[config.mk]
export PLATFORM = sky130hd
export DESIGN_NAME = bch_regs
export DESIGN_NICKNAME = d
export VERILOG_FILES = /design/src/hw/bch_pkg.sv /design/src/hw/bch_regs.sv
export SDC_FILE = /design/constraint.sdc
export NUM_CORES = 1
export LEC_CHECK = 0
export BUFFER_PORTS_ARGS = -buffer_cell sky130_fd_sc_hd__clkbuf_2
export CORE_MARGIN = 1
export CORE_UTILIZATION = 38
export DETAILED_ROUTE_END_ITERATION = 10
export PLACE_DENSITY = 0.92
export SYNTH_ARGS = -nofsm -noshare
export SYNTH_HDL_FRONTEND = slang
export SYNTH_SLANG_ARGS = --single-unit
[constraint.sdc]
create_clock -name aclk -period 1.6 [get_ports aclk]
set_input_delay 0.08 -clock aclk [delete_from_list [all_inputs] [get_ports aclk]]
set_output_delay 0.08 -clock aclk [all_outputs]
set_load 0.05 [all_outputs]
[src/hw/bch_pkg.sv]
// constants and types for the bridge configuration header register bank
package bch_pkg;

  // ----------------------------------------------------------------
  // register indices (byte address = index * 4)
  // ----------------------------------------------------------------
  localparam logic [7:0] BCH_IDX_CMD       = 8'h04;
  localparam logic [7:0] BCH_IDX_STATUS    = 8'h06;
  localparam logic [7:0] BCH_IDX_REVISION  = 8'h08;
  localparam logic [7:0] BCH_IDX_SUBCLASS  = 8'h0a;
  localparam logic [7:0] BCH_IDX_BASECLASS = 8'h0b;
  localparam logic [7:0] BCH_IDX_LATENCY   = 8'h0d;
  localparam logic [7:0] BCH_IDX_HEADER    = 8'h0e;
  localparam logic [7:0] BCH_IDX_IRQ_STAT  = 8'h20;
  localparam logic [7:0] BCH_IDX_IRQ_CLR   = 8'h21;
  localparam logic [7:0] BCH_IDX_IRQ_EN    = 8'h22;

  // ----------------------------------------------------------------
  // field positions and fixed values
  // ----------------------------------------------------------------
  localparam int          BCH_CMD_SERR_EN_BIT = 8;
  localparam int          BCH_STS_SSE_BIT     = 14;
  localparam int          BCH_STS_SSE_LANE    = 1;
  localparam logic [15:0] BCH_STS_FIXED       = 16'h00a0;
  localparam logic [15:0] BCH_STS_RESET       = 16'h00a0;
  localparam logic [7:0]  BCH_SUBCLASS_VAL    = 8'h04;
  localparam logic [7:0]  BCH_BASECLASS_VAL   = 8'h06;
  localparam logic [7:0]  BCH_HEADER_VAL      = 8'h01;
  localparam logic [7:0]  BCH_LATENCY_MASK    = 8'hf8;
  localparam logic [7:0]  BCH_LATENCY_RESET   = 8'h00;
  localparam int          BCH_IRQ_SERR_BIT    = 0;

  // ----------------------------------------------------------------
  // bus answers
  // ----------------------------------------------------------------
  localparam logic [1:0]  BCH_RESP_OKAY       = 2'h0;
  localparam logic [1:0]  BCH_RESP_SLVERR     = 2'h2;

  typedef struct packed {
    logic [1:0]  resp;
    logic [31:0] data;
  } bch_rd_rsp_t;

endpackage : bch_pkg

[src/hw/bch_regs.sv]
// bridge configuration header register bank with axi4-lite slave
//
// How it works
// - status bits 15 and 8 are wired to zero and writes do not touch them.
// - status bits 13, 12 and 11 always read zero.
// - status bit 14 sets whenever a system-error message goes upstream for an enabled condition.
// - writing a one to status bit 14 clears it.
// - status bits 10:9 read 00 and cannot be written.
// - status bit 7 is wired to one.
// - status bit 5 is wired to one.
// - after reset the status register reads 00a0 with bit 14 clear.
// - the revision register returns a fixed code and ignores writes.
// - the sub-class register returns 04.
// - the base-class register returns 06.
// - latency bits 7:3 are storage that read back as written, bits 2:0 read zero.
// - the stored latency value steers nothing.
// - the header-type register returns 01 and ignores writes.
// - command bit 8 gates all system-error messages and so the flag.
`timescale 1ns/100ps
module bch_regs
  import bch_pkg::*;
#(
  parameter int         NUM_ERR   = 4,
  parameter logic [7:0] REVISION  = 8'h3c  // arbitrary value
) (
  input  wire logic               aclk,
  input  wire logic               aresetn,
  input  wire logic [31:0]        s_axi_awaddr,
  input  wire logic               s_axi_awvalid,
  output logic                    s_axi_awready,
  input  wire logic [31:0]        s_axi_wdata,
  input  wire logic [3:0]         s_axi_wstrb,
  input  wire logic               s_axi_wvalid,
  output logic                    s_axi_wready,
  output logic [1:0]              s_axi_bresp,
  output logic                    s_axi_bvalid,
  input  wire logic               s_axi_bready,
  input  wire logic [31:0]        s_axi_araddr,
  input  wire logic               s_axi_arvalid,
  output logic                    s_axi_arready,
  output logic [31:0]             s_axi_rdata,
  output logic [1:0]              s_axi_rresp,
  output logic                    s_axi_rvalid,
  input  wire logic               s_axi_rready,
  input  wire logic [NUM_ERR-1:0] err_cond,
  input  wire logic [NUM_ERR-1:0] err_cond_enable,
  output logic                    serr_msg_req,
  output logic                    irq
);

  // ----------------------------------------------------------------
  // elaboration check
  // ----------------------------------------------------------------
  if (NUM_ERR < 1 || NUM_ERR > 16) begin : g_bad_num_err
    $error("NUM_ERR must lie between 1 and 16");
  end

  // ----------------------------------------------------------------
  // bus field positions
  // ----------------------------------------------------------------
  localparam int BYTE_BITS = 8;
  localparam int IDX_LSB   = 2;
  localparam int IDX_MSB   = 9;
  localparam int ADDR_MSB  = 31;
  localparam int LOW_LANE  = 0;
  localparam int STS_BITS  = 16;
  // the enable bit sits in the upper byte of the command half-word
  localparam int CMD_LANE  = BCH_CMD_SERR_EN_BIT / BYTE_BITS;

  // ----------------------------------------------------------------
  // constant checks
  // ----------------------------------------------------------------
  if (BCH_STS_FIXED[BCH_STS_SSE_BIT] != 1'b0) begin : g_bad_sts_fixed
    $error("the clearable status bit must not be part of the fixed pattern");
  end
  if (BCH_STS_SSE_BIT / BYTE_BITS != BCH_STS_SSE_LANE) begin : g_bad_sts_lane
    $error("status flag lane does not match its bit position");
  end
  if (BCH_CMD_SERR_EN_BIT >= STS_BITS) begin : g_bad_cmd_bit
    $error("command enable bit lies outside the command half-word");
  end
  if (BCH_IRQ_SERR_BIT >= BYTE_BITS) begin : g_bad_irq_bit
    $error("interrupt bit must sit in the low byte");
  end

  // ----------------------------------------------------------------
  // state
  // ----------------------------------------------------------------
  logic        serr_en_ff,   nxt_serr_en;
  logic        sse_ff,       nxt_sse;
  logic [7:0]  latency_ff,   nxt_latency;
  logic        irq_stat_ff,  nxt_irq_stat;
  logic        irq_en_ff,    nxt_irq_en;
  logic        serr_req_ff,  nxt_serr_req;
  logic        bvalid_ff,    nxt_bvalid;
  logic [1:0]  bresp_ff,     nxt_bresp;
  logic        rvalid_ff,    nxt_rvalid;
  bch_rd_rsp_t rsp_ff,       nxt_rsp;

  logic        wr_take;
  logic        rd_take;
  logic [7:0]  wr_idx;
  logic [7:0]  rd_idx;
  logic        wr_ok;
  logic        msg_fire;
  logic [15:0] status_rd;
  logic [31:0] rd_word;
  logic        rd_ok;
  logic [NUM_ERR-1:0] cond_hit;
  logic        sel_cmd;
  logic        sel_status;
  logic        sel_latency;
  logic        sel_irq_clr;
  logic        sel_irq_en;

  // ----------------------------------------------------------------
  // bus handshakes
  // ----------------------------------------------------------------
  // both write channels taken together, so no address needs holding
  assign wr_take       = s_axi_awvalid && s_axi_wvalid && !bvalid_ff;
  assign s_axi_awready = wr_take;
  assign s_axi_wready  = wr_take;
  assign rd_take       = s_axi_arvalid && !rvalid_ff;
  assign s_axi_arready = !rvalid_ff;
  assign wr_idx        = s_axi_awaddr[IDX_MSB:IDX_LSB];
  assign rd_idx        = s_axi_araddr[IDX_MSB:IDX_LSB];

  always_comb begin
    wr_ok = 1'b1;
    if (s_axi_awaddr[IDX_LSB-1:0] != '0 || s_axi_awaddr[ADDR_MSB:IDX_MSB+1] != '0) begin
      wr_ok = 1'b0;
    end else begin
      unique case (wr_idx)
        BCH_IDX_CMD, BCH_IDX_STATUS, BCH_IDX_REVISION, BCH_IDX_SUBCLASS,
        BCH_IDX_BASECLASS, BCH_IDX_LATENCY, BCH_IDX_HEADER,
        BCH_IDX_IRQ_STAT, BCH_IDX_IRQ_CLR, BCH_IDX_IRQ_EN: wr_ok = 1'b1;
        default: wr_ok = 1'b0;
      endcase
    end
  end

  // ----------------------------------------------------------------
  // system-error messaging
  // ----------------------------------------------------------------
  // each condition must be enabled on its own before it can count
  for (genvar g = 0; g < NUM_ERR; g++) begin : g_cond
    assign cond_hit[g] = err_cond[g] && err_cond_enable[g];
  end

  // the global enable gates every condition, so a cleared enable can never set the flag
  assign msg_fire = serr_en_ff && |cond_hit;

  // ----------------------------------------------------------------
  // register next values
  // ----------------------------------------------------------------
  always_comb begin
    sel_cmd     = 1'b0;
    sel_status  = 1'b0;
    sel_latency = 1'b0;
    sel_irq_clr = 1'b0;
    sel_irq_en  = 1'b0;
    if (wr_take && wr_ok) begin
      unique case (wr_idx)
        BCH_IDX_CMD:     sel_cmd     = 1'b1;
        BCH_IDX_STATUS:  sel_status  = 1'b1;
        BCH_IDX_LATENCY: sel_latency = 1'b1;
        BCH_IDX_IRQ_CLR: sel_irq_clr = 1'b1;
        BCH_IDX_IRQ_EN:  sel_irq_en  = 1'b1;
        // revision, class codes, header type and irq status take no writes
        default: begin
        end
      endcase
    end
  end

  // ----------------------------------------------------------------
  // command group
  // ----------------------------------------------------------------
  always_comb begin
    nxt_serr_en = serr_en_ff;
    if (sel_cmd && s_axi_wstrb[CMD_LANE]) begin
      nxt_serr_en = s_axi_wdata[BCH_CMD_SERR_EN_BIT];
    end
  end

  // ----------------------------------------------------------------
  // latency storage group
  // ----------------------------------------------------------------
  always_comb begin
    nxt_latency = latency_ff;
    if (sel_latency && s_axi_wstrb[LOW_LANE]) begin
      nxt_latency = s_axi_wdata[BYTE_BITS-1:0] & BCH_LATENCY_MASK;
    end
  end

  // ----------------------------------------------------------------
  // flag group
  // ----------------------------------------------------------------
  always_comb begin
    nxt_sse      = sse_ff;
    nxt_irq_stat = irq_stat_ff;
    nxt_irq_en   = irq_en_ff;
    nxt_serr_req = msg_fire;
    // only bit 14 is storage; a zero leaves it alone
    if (sel_status && s_axi_wstrb[BCH_STS_SSE_LANE] && s_axi_wdata[BCH_STS_SSE_BIT]) begin
      nxt_sse = 1'b0;
    end
    if (sel_irq_clr && s_axi_wstrb[LOW_LANE] && s_axi_wdata[BCH_IRQ_SERR_BIT]) begin
      nxt_irq_stat = 1'b0;
    end
    if (sel_irq_en && s_axi_wstrb[LOW_LANE]) begin
      nxt_irq_en = s_axi_wdata[BCH_IRQ_SERR_BIT];
    end
    // set after clear so a same-cycle event survives
    if (msg_fire) begin
      nxt_sse      = 1'b1;
      nxt_irq_stat = 1'b1;
    end
  end

  // ----------------------------------------------------------------
  // read decode
  // ----------------------------------------------------------------
  // hardwired bits come only from the fixed pattern, never from storage
  for (genvar b = 0; b < STS_BITS; b++) begin : g_status
    if (b == BCH_STS_SSE_BIT) begin : g_flag
      assign status_rd[b] = sse_ff;
    end else begin : g_fixed
      assign status_rd[b] = BCH_STS_FIXED[b];
    end
  end

  always_comb begin
    rd_word = 32'h0;
    rd_ok   = 1'b1;
    if (s_axi_araddr[IDX_LSB-1:0] != '0 || s_axi_araddr[ADDR_MSB:IDX_MSB+1] != '0) begin
      rd_ok = 1'b0;
    end else begin
      unique case (rd_idx)
        BCH_IDX_CMD:       rd_word[BCH_CMD_SERR_EN_BIT] = serr_en_ff;
        BCH_IDX_STATUS:    rd_word[15:0] = status_rd;
        BCH_IDX_REVISION:  rd_word[7:0]  = REVISION;
        BCH_IDX_SUBCLASS:  rd_word[7:0]  = BCH_SUBCLASS_VAL;
        BCH_IDX_BASECLASS: rd_word[7:0]  = BCH_BASECLASS_VAL;
        BCH_IDX_LATENCY:   rd_word[7:0]  = latency_ff;
        BCH_IDX_HEADER:    rd_word[7:0]  = BCH_HEADER_VAL;
        BCH_IDX_IRQ_STAT:  rd_word[BCH_IRQ_SERR_BIT] = irq_stat_ff;
        BCH_IDX_IRQ_CLR:   rd_word = 32'h0;
        BCH_IDX_IRQ_EN:    rd_word[BCH_IRQ_SERR_BIT] = irq_en_ff;
        default:           rd_ok = 1'b0;
      endcase
    end
  end

  // ----------------------------------------------------------------
  // write response
  // ----------------------------------------------------------------
  always_comb begin
    nxt_bvalid = bvalid_ff;
    nxt_bresp  = bresp_ff;
    if (bvalid_ff && s_axi_bready) begin
      nxt_bvalid = 1'b0;
    end
    // a new write is only taken once the old answer is gone, so both branches never race
    if (wr_take) begin
      nxt_bvalid = 1'b1;
      nxt_bresp  = wr_ok ? BCH_RESP_OKAY : BCH_RESP_SLVERR;
    end
  end

  // ----------------------------------------------------------------
  // read response
  // ----------------------------------------------------------------
  // data is captured at the address handshake, so later register changes cannot tear it
  always_comb begin
    nxt_rvalid = rvalid_ff;
    nxt_rsp    = rsp_ff;
    if (rvalid_ff && s_axi_rready) begin
      nxt_rvalid = 1'b0;
    end
    if (rd_take) begin
      nxt_rvalid   = 1'b1;
      nxt_rsp.data = rd_word;
      nxt_rsp.resp = rd_ok ? BCH_RESP_OKAY : BCH_RESP_SLVERR;
    end
  end

  // ----------------------------------------------------------------
  // registers
  // ----------------------------------------------------------------
  always_ff @(posedge aclk) begin
    if (!aresetn) begin
      serr_en_ff <= 1'b0;
    end else begin
      serr_en_ff <= nxt_serr_en;
    end
  end

  // ----------------------------------------------------------------
  // latency storage register
  // ----------------------------------------------------------------
  // kept apart from every other group: only read data looks at it
  always_ff @(posedge aclk) begin
    if (!aresetn) begin
      latency_ff <= BCH_LATENCY_RESET;
    end else begin
      latency_ff <= nxt_latency;
    end
  end

  // ----------------------------------------------------------------
  // flag registers
  // ----------------------------------------------------------------
  always_ff @(posedge aclk) begin
    if (!aresetn) begin
      sse_ff      <= BCH_STS_RESET[BCH_STS_SSE_BIT];
      irq_stat_ff <= 1'b0;
      irq_en_ff   <= 1'b0;
      serr_req_ff <= 1'b0;
    end else begin
      sse_ff      <= nxt_sse;
      irq_stat_ff <= nxt_irq_stat;
      irq_en_ff   <= nxt_irq_en;
      serr_req_ff <= nxt_serr_req;
    end
  end

  // ----------------------------------------------------------------
  // response registers
  // ----------------------------------------------------------------
  always_ff @(posedge aclk) begin
    if (!aresetn) begin
      bvalid_ff <= 1'b0;
      bresp_ff  <= BCH_RESP_OKAY;
    end else begin
      bvalid_ff <= nxt_bvalid;
      bresp_ff  <= nxt_bresp;
    end
  end

  always_ff @(posedge aclk) begin
    if (!aresetn) begin
      rvalid_ff <= 1'b0;
      rsp_ff    <= '0;
    end else begin
      rvalid_ff <= nxt_rvalid;
      rsp_ff    <= nxt_rsp;
    end
  end

  // ----------------------------------------------------------------
  // outputs
  // ----------------------------------------------------------------
  // latency_ff drives only read data; it has no bus timing role
  assign s_axi_bvalid = bvalid_ff;
  assign s_axi_bresp  = bresp_ff;
  assign s_axi_rvalid = rvalid_ff;
  assign s_axi_rdata  = rsp_ff.data;
  assign s_axi_rresp  = rsp_ff.resp;
  assign serr_msg_req = serr_req_ff;
  assign irq          = irq_stat_ff && irq_en_ff;

endmodule : bch_regs

==> out/metrics.yaml, run 1 <==
grt_pass1_wl_um: 7720
cts_sinks: 24
hold_class: "in2reg"
yosysMostFrequentCell: "buf_4"
cp_top_family: "simple AND/OR/NAND/NOR gates"
ys_async_sr_fraction_pct: 0
die_width_um: 69.6
root_buffer: "clkbuf_8"
cts_tree: "built"
path_class: "reg2reg"
synth_cells: 219
ys_top_cells_by_count: "buf_4 (25), dfxtp_1 (24), nand2_1 (24), nor4_1 (20), a21oi_1 (11)"
route.detailed.drc: 0
dr.pass1.iters: 4
wirelength_um: 4680
powerDensity_nw_per_um2: 679
area_delta_synth_final_pct: 34.0
final_layout_size_suffix_gt1_share_pct: 39.8
synth_edf_count: 0
slowest_delay_ns: 0.34
finalPower_w: 0.00158
gr-total-overflow: 0
grt_pass1_vias: 1872
netlist_area_um2: 1740
clock_path_buffers: 2
hold_viol: 0
path_clk_slew_ns: 0.09
route.detailed.wl_per_inst_um: 12.4
ys_ff_latch: 24
crit_path_top_delay_cell: "dfxtp_2"
postLayoutSetupSlackWorst_ns: 0.139
max-vdd-ir-drop_mv: 0.348
place_hpwl_um: 3950
fmax_mhz: 685
syn_area_per_cell_um2: 7.92
crit_fanout: 6
finalMaxSlewViolations: 0
antenna_found_initial: 0
yosys.area.top_type: "dfxtp_1"
ys_types: 46
synth_top_area_share_pct: 27.7
rsz0062_at_grt: "false"
nFillCells: 427
dieArea_um2: 4840
cp-start-kind: "flop"
setup-violations-final: 0
gp_congestion: 0.798
row_count: 24
fin_crit_sh_pct: 91.3
drtIter0Drc: 80
ys_warn_count: 0
timing.setup.tns_ns: 0
dr_total_vias: 1960
htreeDepth: 1
maxCapViolCount: 0
grt_max_degree: 23
drtAntennaViolNets: 0
portBuffers: 107
critPathBufInv: 1
final_cell_area_um2: 2330
reg2reg_setup_slack_ns: 0.14
fin_crit_ns: 1.46
crit_required_ns: 1.78
final_util_pct: 53.1
pre_cts_ws_ns: 0.0580
ios: 158
die-height_um: 69.6
tritoncts.num_buffers: 3
worst_pin_slew_ns: 0.499
slew_headroom_pct: 65.9
design.core.area_um2: 4380
final.setup_skew_ns: 0.0117
fin_nets: 440
initial_core_util_pct: 39.6
synth_ff_type: "dfxtp_1"
grt_usage_pct: 19.0
synth.area.top_cells: "dfxtp_1 (28%), buf_4 (11%), nor4_1 (7.2%)"
detail_route.vias_per_cell: 5.21
diodes: 0
clock_latency_ns: 0.26
p_leak_nw: 1.07
ys_seq_area_share_pct: 27.7
worstSetupEndpointType: "flop"
status: "complete, no violations"
crit_chain: "and3b_2 -> nand4_4 -> nor3_4 -> buf_4 -> mux2i_1"
arrival_ns: 1.64
placed_area_um2: 2220
==> final timing paths <==
check / startpoint / to / cells after the start
worst min-delay path: s_axi_wdata[5] / latency_ff[5] / 3
worst max register to register: s_axi_bvalid / latency_ff[3] / 5
worst max-delay path: s_axi_bvalid / latency_ff[3] / 5
worst min register to register: s_axi_rdata[5] / s_axi_rdata[5] / 2
==> worst min-delay path, cell delays in order <==
cell and delay, ns:
clkbuf_2 0.08, nand2_1 0.05, mux2i_1 0.06
==> cell usage in the layout (no fill, tap or decap), types with 3 or more instances in the layout <==
cell type and count:
nor4_2 6, conb_1 24, o21ai_0 8, nand2_1 24, nor2b_1 3, nor4_1 19
mux2i_1 6, nand2b_1 3, a21oi_1 11, nand3_1 9, nor3_1 7, and4b_1 3
nor2_1 8, buf_4 3, a22oi_1 3, nand4_1 7, dfxtp_1 22, clkbuf_8 3
clkbuf_2 107, inv_1 9, a32o_1 4
==> layer usage <==
metal	global-route usage [%]	vias up	part of all wire [%]
met5	0	-	0
met4	7.26	0	1.7
met3	2.18	8	5.2
met2	35.4	86	52
met1	22.0	875	41
li1	-	991	-
==> layout make-up <==
| cell class | instances | area (um^2) | share of cell area [%] |
|---|---|---|---|
| inverter | 9 | 33.8 | 1.45 |
| multi-input combinational | 176 | 1100 | 47.5 |
| sequential | 24 | 483 | 20.8 |
| clock inverter | 1 | 30.0 | 1.29 |
| tap | 52 | 65.1 | 2.80 |
| clock buffer | 3 | 41.3 | 1.78 |
| timing repair buffer | 111 | 568 | 24.4 |
==> stage by stage <==
stage / hold slack (ns) / instances
after floorplan: 0.172 / 242
after global placement: 0.262 / 370
after detailed placement: 0.271 / 370
after CTS: 0.0452 / 375
after global routing: 0.0504 / 376
final: 0.0489 / 376
==> cell families after synthesis <==
kind of cell,Yosys count,share of synthesized area [%]
flip-flops,24,27.7
buffers and inverters,42,14.6
multiplexers,7,4.11
AND/OR/NAND/NOR,107,38.6
AO/OA/AOI/OAI,38,14.8
other,1,0.216
==> repair_timing <==
| item | in CTS | in global routing |
|---|---|---|
| setup buffers | 0 | 1 |
| endpoints found under the hold margin | 1 | 0 |
| resized for setup | 0 | 3 |
| setup endpoints to repair | 0 | 7 |
| hold buffers | 1 | 0 |
==> report_power, final <==
part	internal (W)	total, W	switching, W	leakage (nW)
Sequential	0.000605	0.000610	0.00000535	0.195
Clock	0.000334	0.000527	0.000193	0.0357
Combinational	0.000133	0.000441	0.000308	0.843
==> sequential cells by signal, indices dropped and copies added, names as in the netlist <==
signal,count
s_axi_bvalid,1
s_axi_rdata,10
s_axi_bresp,1
irq_en_ff,1
s_axi_rresp,1
serr_msg_req,1
s_axi_rvalid,1
serr_en_ff,1
latency_ff,5
irq_stat_ff,1
sse_ff,1
(Power assumes the default switching activity.)
==> inputs of run 2 (changes only) <==
BUFFER_PORTS_ARGS = -buffer_cell sky130_fd_sc_hd__buf_2   (was -buffer_cell sky130_fd_sc_hd__clkbuf_2)
==> run 2 against run 1 <==
- setup slack improved by 0.036 ns
- clock power fell by 20%
- first-iteration DRC count rose by 29%
- non-clock buffer count did not move
- die area did not move
- register-to-register slack improved by 0.04 ns
- combinational power barely moved
- final cell count did not move
- wire length rose by 0.47%
- count of clock-buffer cells in the layout rose by 1
- critical path type unchanged
- critical endpoint is now latency_ff[7]
- largest cell class unchanged
==> out/metrics.yaml, run 2 (same netlist as run 1, synthesis figures left out) <==
htreeDepth: 1  # unchanged
dr_total_vias: 1999  # +2.0%
rr_worst_depth: 5  # unchanged
min_path_cells: 3  # unchanged
drtAntennaViolNets: 0  # unchanged
wirelength_um: 4700  # +0.47%
setup-violations-final: 0  # unchanged
tritoncts.num_buffers: 3  # unchanged
hold_viol: 0  # unchanged
initial_core_util_pct: 39.6  # unchanged
path_class: "reg2reg"
route.detailed.wl_per_inst_um: 12.5  # +0.47%
final_common_cell: "buf_2"
dr.pass1.iters: 4  # unchanged
ios: 158  # unchanged
drtIter0Drc: 103  # +29%
finalMaxSlewViolations: 0  # unchanged
area_delta_synth_final_pct: 33.8
antenna_found_initial: 0  # unchanged
route.detailed.drc: 0  # unchanged
portBuffers: 107  # unchanged
diodes: 0  # unchanged
die_width_um: 69.6  # unchanged
detail_route.vias_per_cell: 5.32  # +2.0%
grt_max_degree: 18  # -22%
layout_common_cells: "buf_2 (107), nand2_1 (24), conb_1 (24), dfxtp_1 (22), nor4_1 (19)"
timing.setup.tns_ns: 0  # unchanged
finalPower_w: 0.00147  # -6.5%
final_layout_size_suffix_gt1_share_pct: 39.8  # unchanged
slowest_delay_ns: 0.33  # about the same
hold_ws_ns: 0.0599  # +0.0110 ns
grt_usage_pct: 19.8  # +0.74 points
clock_latency_ns: 0.27  # about the same
fin_crit_ns: 1.42  # -0.0360 ns
maxCapViolCount: 0  # unchanged
pre_cts_ws_ns: 0.0691  # +0.0111 ns
root_buffer: "clkbuf_8"
die-height_um: 69.6  # unchanged
worstSetupStartpoint: "s_axi_bvalid"
min_from: "s_axi_wdata[8]"
grt_pass1_vias: 1904  # +1.7%
place_hpwl_um: 3900  # -1.4%
max-vdd-ir-drop_mv: 0.258  # -26%
hold_class: "in2reg"
design.core.area_um2: 4380  # unchanged
crit_required_ns: 1.80  # +0.02 ns
final_util_pct: 53.0  # -0.086 points
crit_path_top_delay_cell: "dfxtp_2"
crit_chain: "and3b_2 -> nand4_4 -> nor3_4 -> buf_12 -> mux2i_1"
postLayoutSetupSlackWorst_ns: 0.175  # +0.0360 ns
worstSetupEndpointType: "flop"
cp-start-kind: "flop"
rsz0062_at_grt: "false"
row_count: 24  # unchanged
gp_congestion: 0.800  # +0.28%
grt_pass1_wl_um: 7940  # +2.8%
fin_nets: 440  # unchanged
crit_fanout: 6  # unchanged
regToRegStartpoint: "s_axi_bvalid"
powerDensity_nw_per_um2: 635  # -6.4%
arrival_ns: 1.62  # -0.02 ns
cts_sinks: 24  # unchanged
p_leak_nw: 1.06  # -0.95%
fin_crit_sh_pct: 89.0  # -2.2 points
path_clk_slew_ns: 0.09  # about the same
fmax_mhz: 702  # +2.5%
largest_reg_flops: 10  # unchanged
clock_path_buffers: 2  # unchanged
status: "complete, no violations"
gr-total-overflow: 0  # unchanged
cts_tree: "built"
final.setup_skew_ns: 0.0101  # -0.00159 ns
dieArea_um2: 4840  # unchanged
-- run 2: changes by cell type in the layout (fill, tap and decap cells not counted), sizes merged --
| cell | before | now |
|---|---|---|
| buf | 3 | 110 |
| clkbuf | 110 | 4 |
| bufinv | 1 | 0 |
-- run 2: per-stage QoR --
stage,instance area [um^2],std cells
after floorplan,1830,242
after global placement,2220,370
after detailed placement,2220,370
after CTS,2290,375
after global routing,2320,376
final,2320,376
-- run 2: power breakdown --
| group | leakage, nW | switching, W | total, W | internal, W |
|---|---|---|---|---|
| Sequential | 0.195 | 0.00000494 | 0.000610 | 0.000605 |
| Combinational | 0.840 | 0.000309 | 0.000443 | 0.000133 |
| Clock | 0.0288 | 0.000202 | 0.000423 | 0.000220 |
-- run 2: critical path: cells and delay by family (launching register included) --
family,cells,cell delay (ns)
buffers and inverters,1,0.14
flip-flops,1,0.33
multiplexers,1,0.18
AND/OR/NAND/NOR,3,0.69
-- run 2: layout make-up --
cell class / instances / area, um^2
Clock buffer: 4 / 55.1
Fill cell: 425 / 2060
Inverter: 9 / 33.8
Multi-Input combinational cell: 176 / 1100
Sequential cell: 24 / 483
Tap cell: 52 / 65.1
Timing Repair Buffer: 111 / 581
-- run 2: layer usage --
layer | track usage (%) | vias to the layer above | share of wire, %
met2 | 36.2 | 99 | 52
met1 | 22.7 | 900 | 39
met3 | 2.91 | 8 | 6.9
met5 | 0 | - | 0
met4 | 8.16 | 0 | 1.3
li1 | - | 992 | -
-- run 2: path summary, 6_finish.rpt --
kind	slack [ns]	endpoint
max reg2reg	0.18	latency_ff[7]
max	0.18	latency_ff[7]
min	0.06	serr_en_ff
min reg2reg	0.46	s_axi_rdata[3]
-- run 2: what timing repair did --
| action | in CTS | in global routing |
|---|---|---|
| hold buffers | 1 | 0 |
| endpoints found under the setup margin | 0 | 6 |
| endpoints found under the hold margin | 1 | 0 |
| resized for setup | 0 | 3 |
| buffers inserted | 0 | 1 |
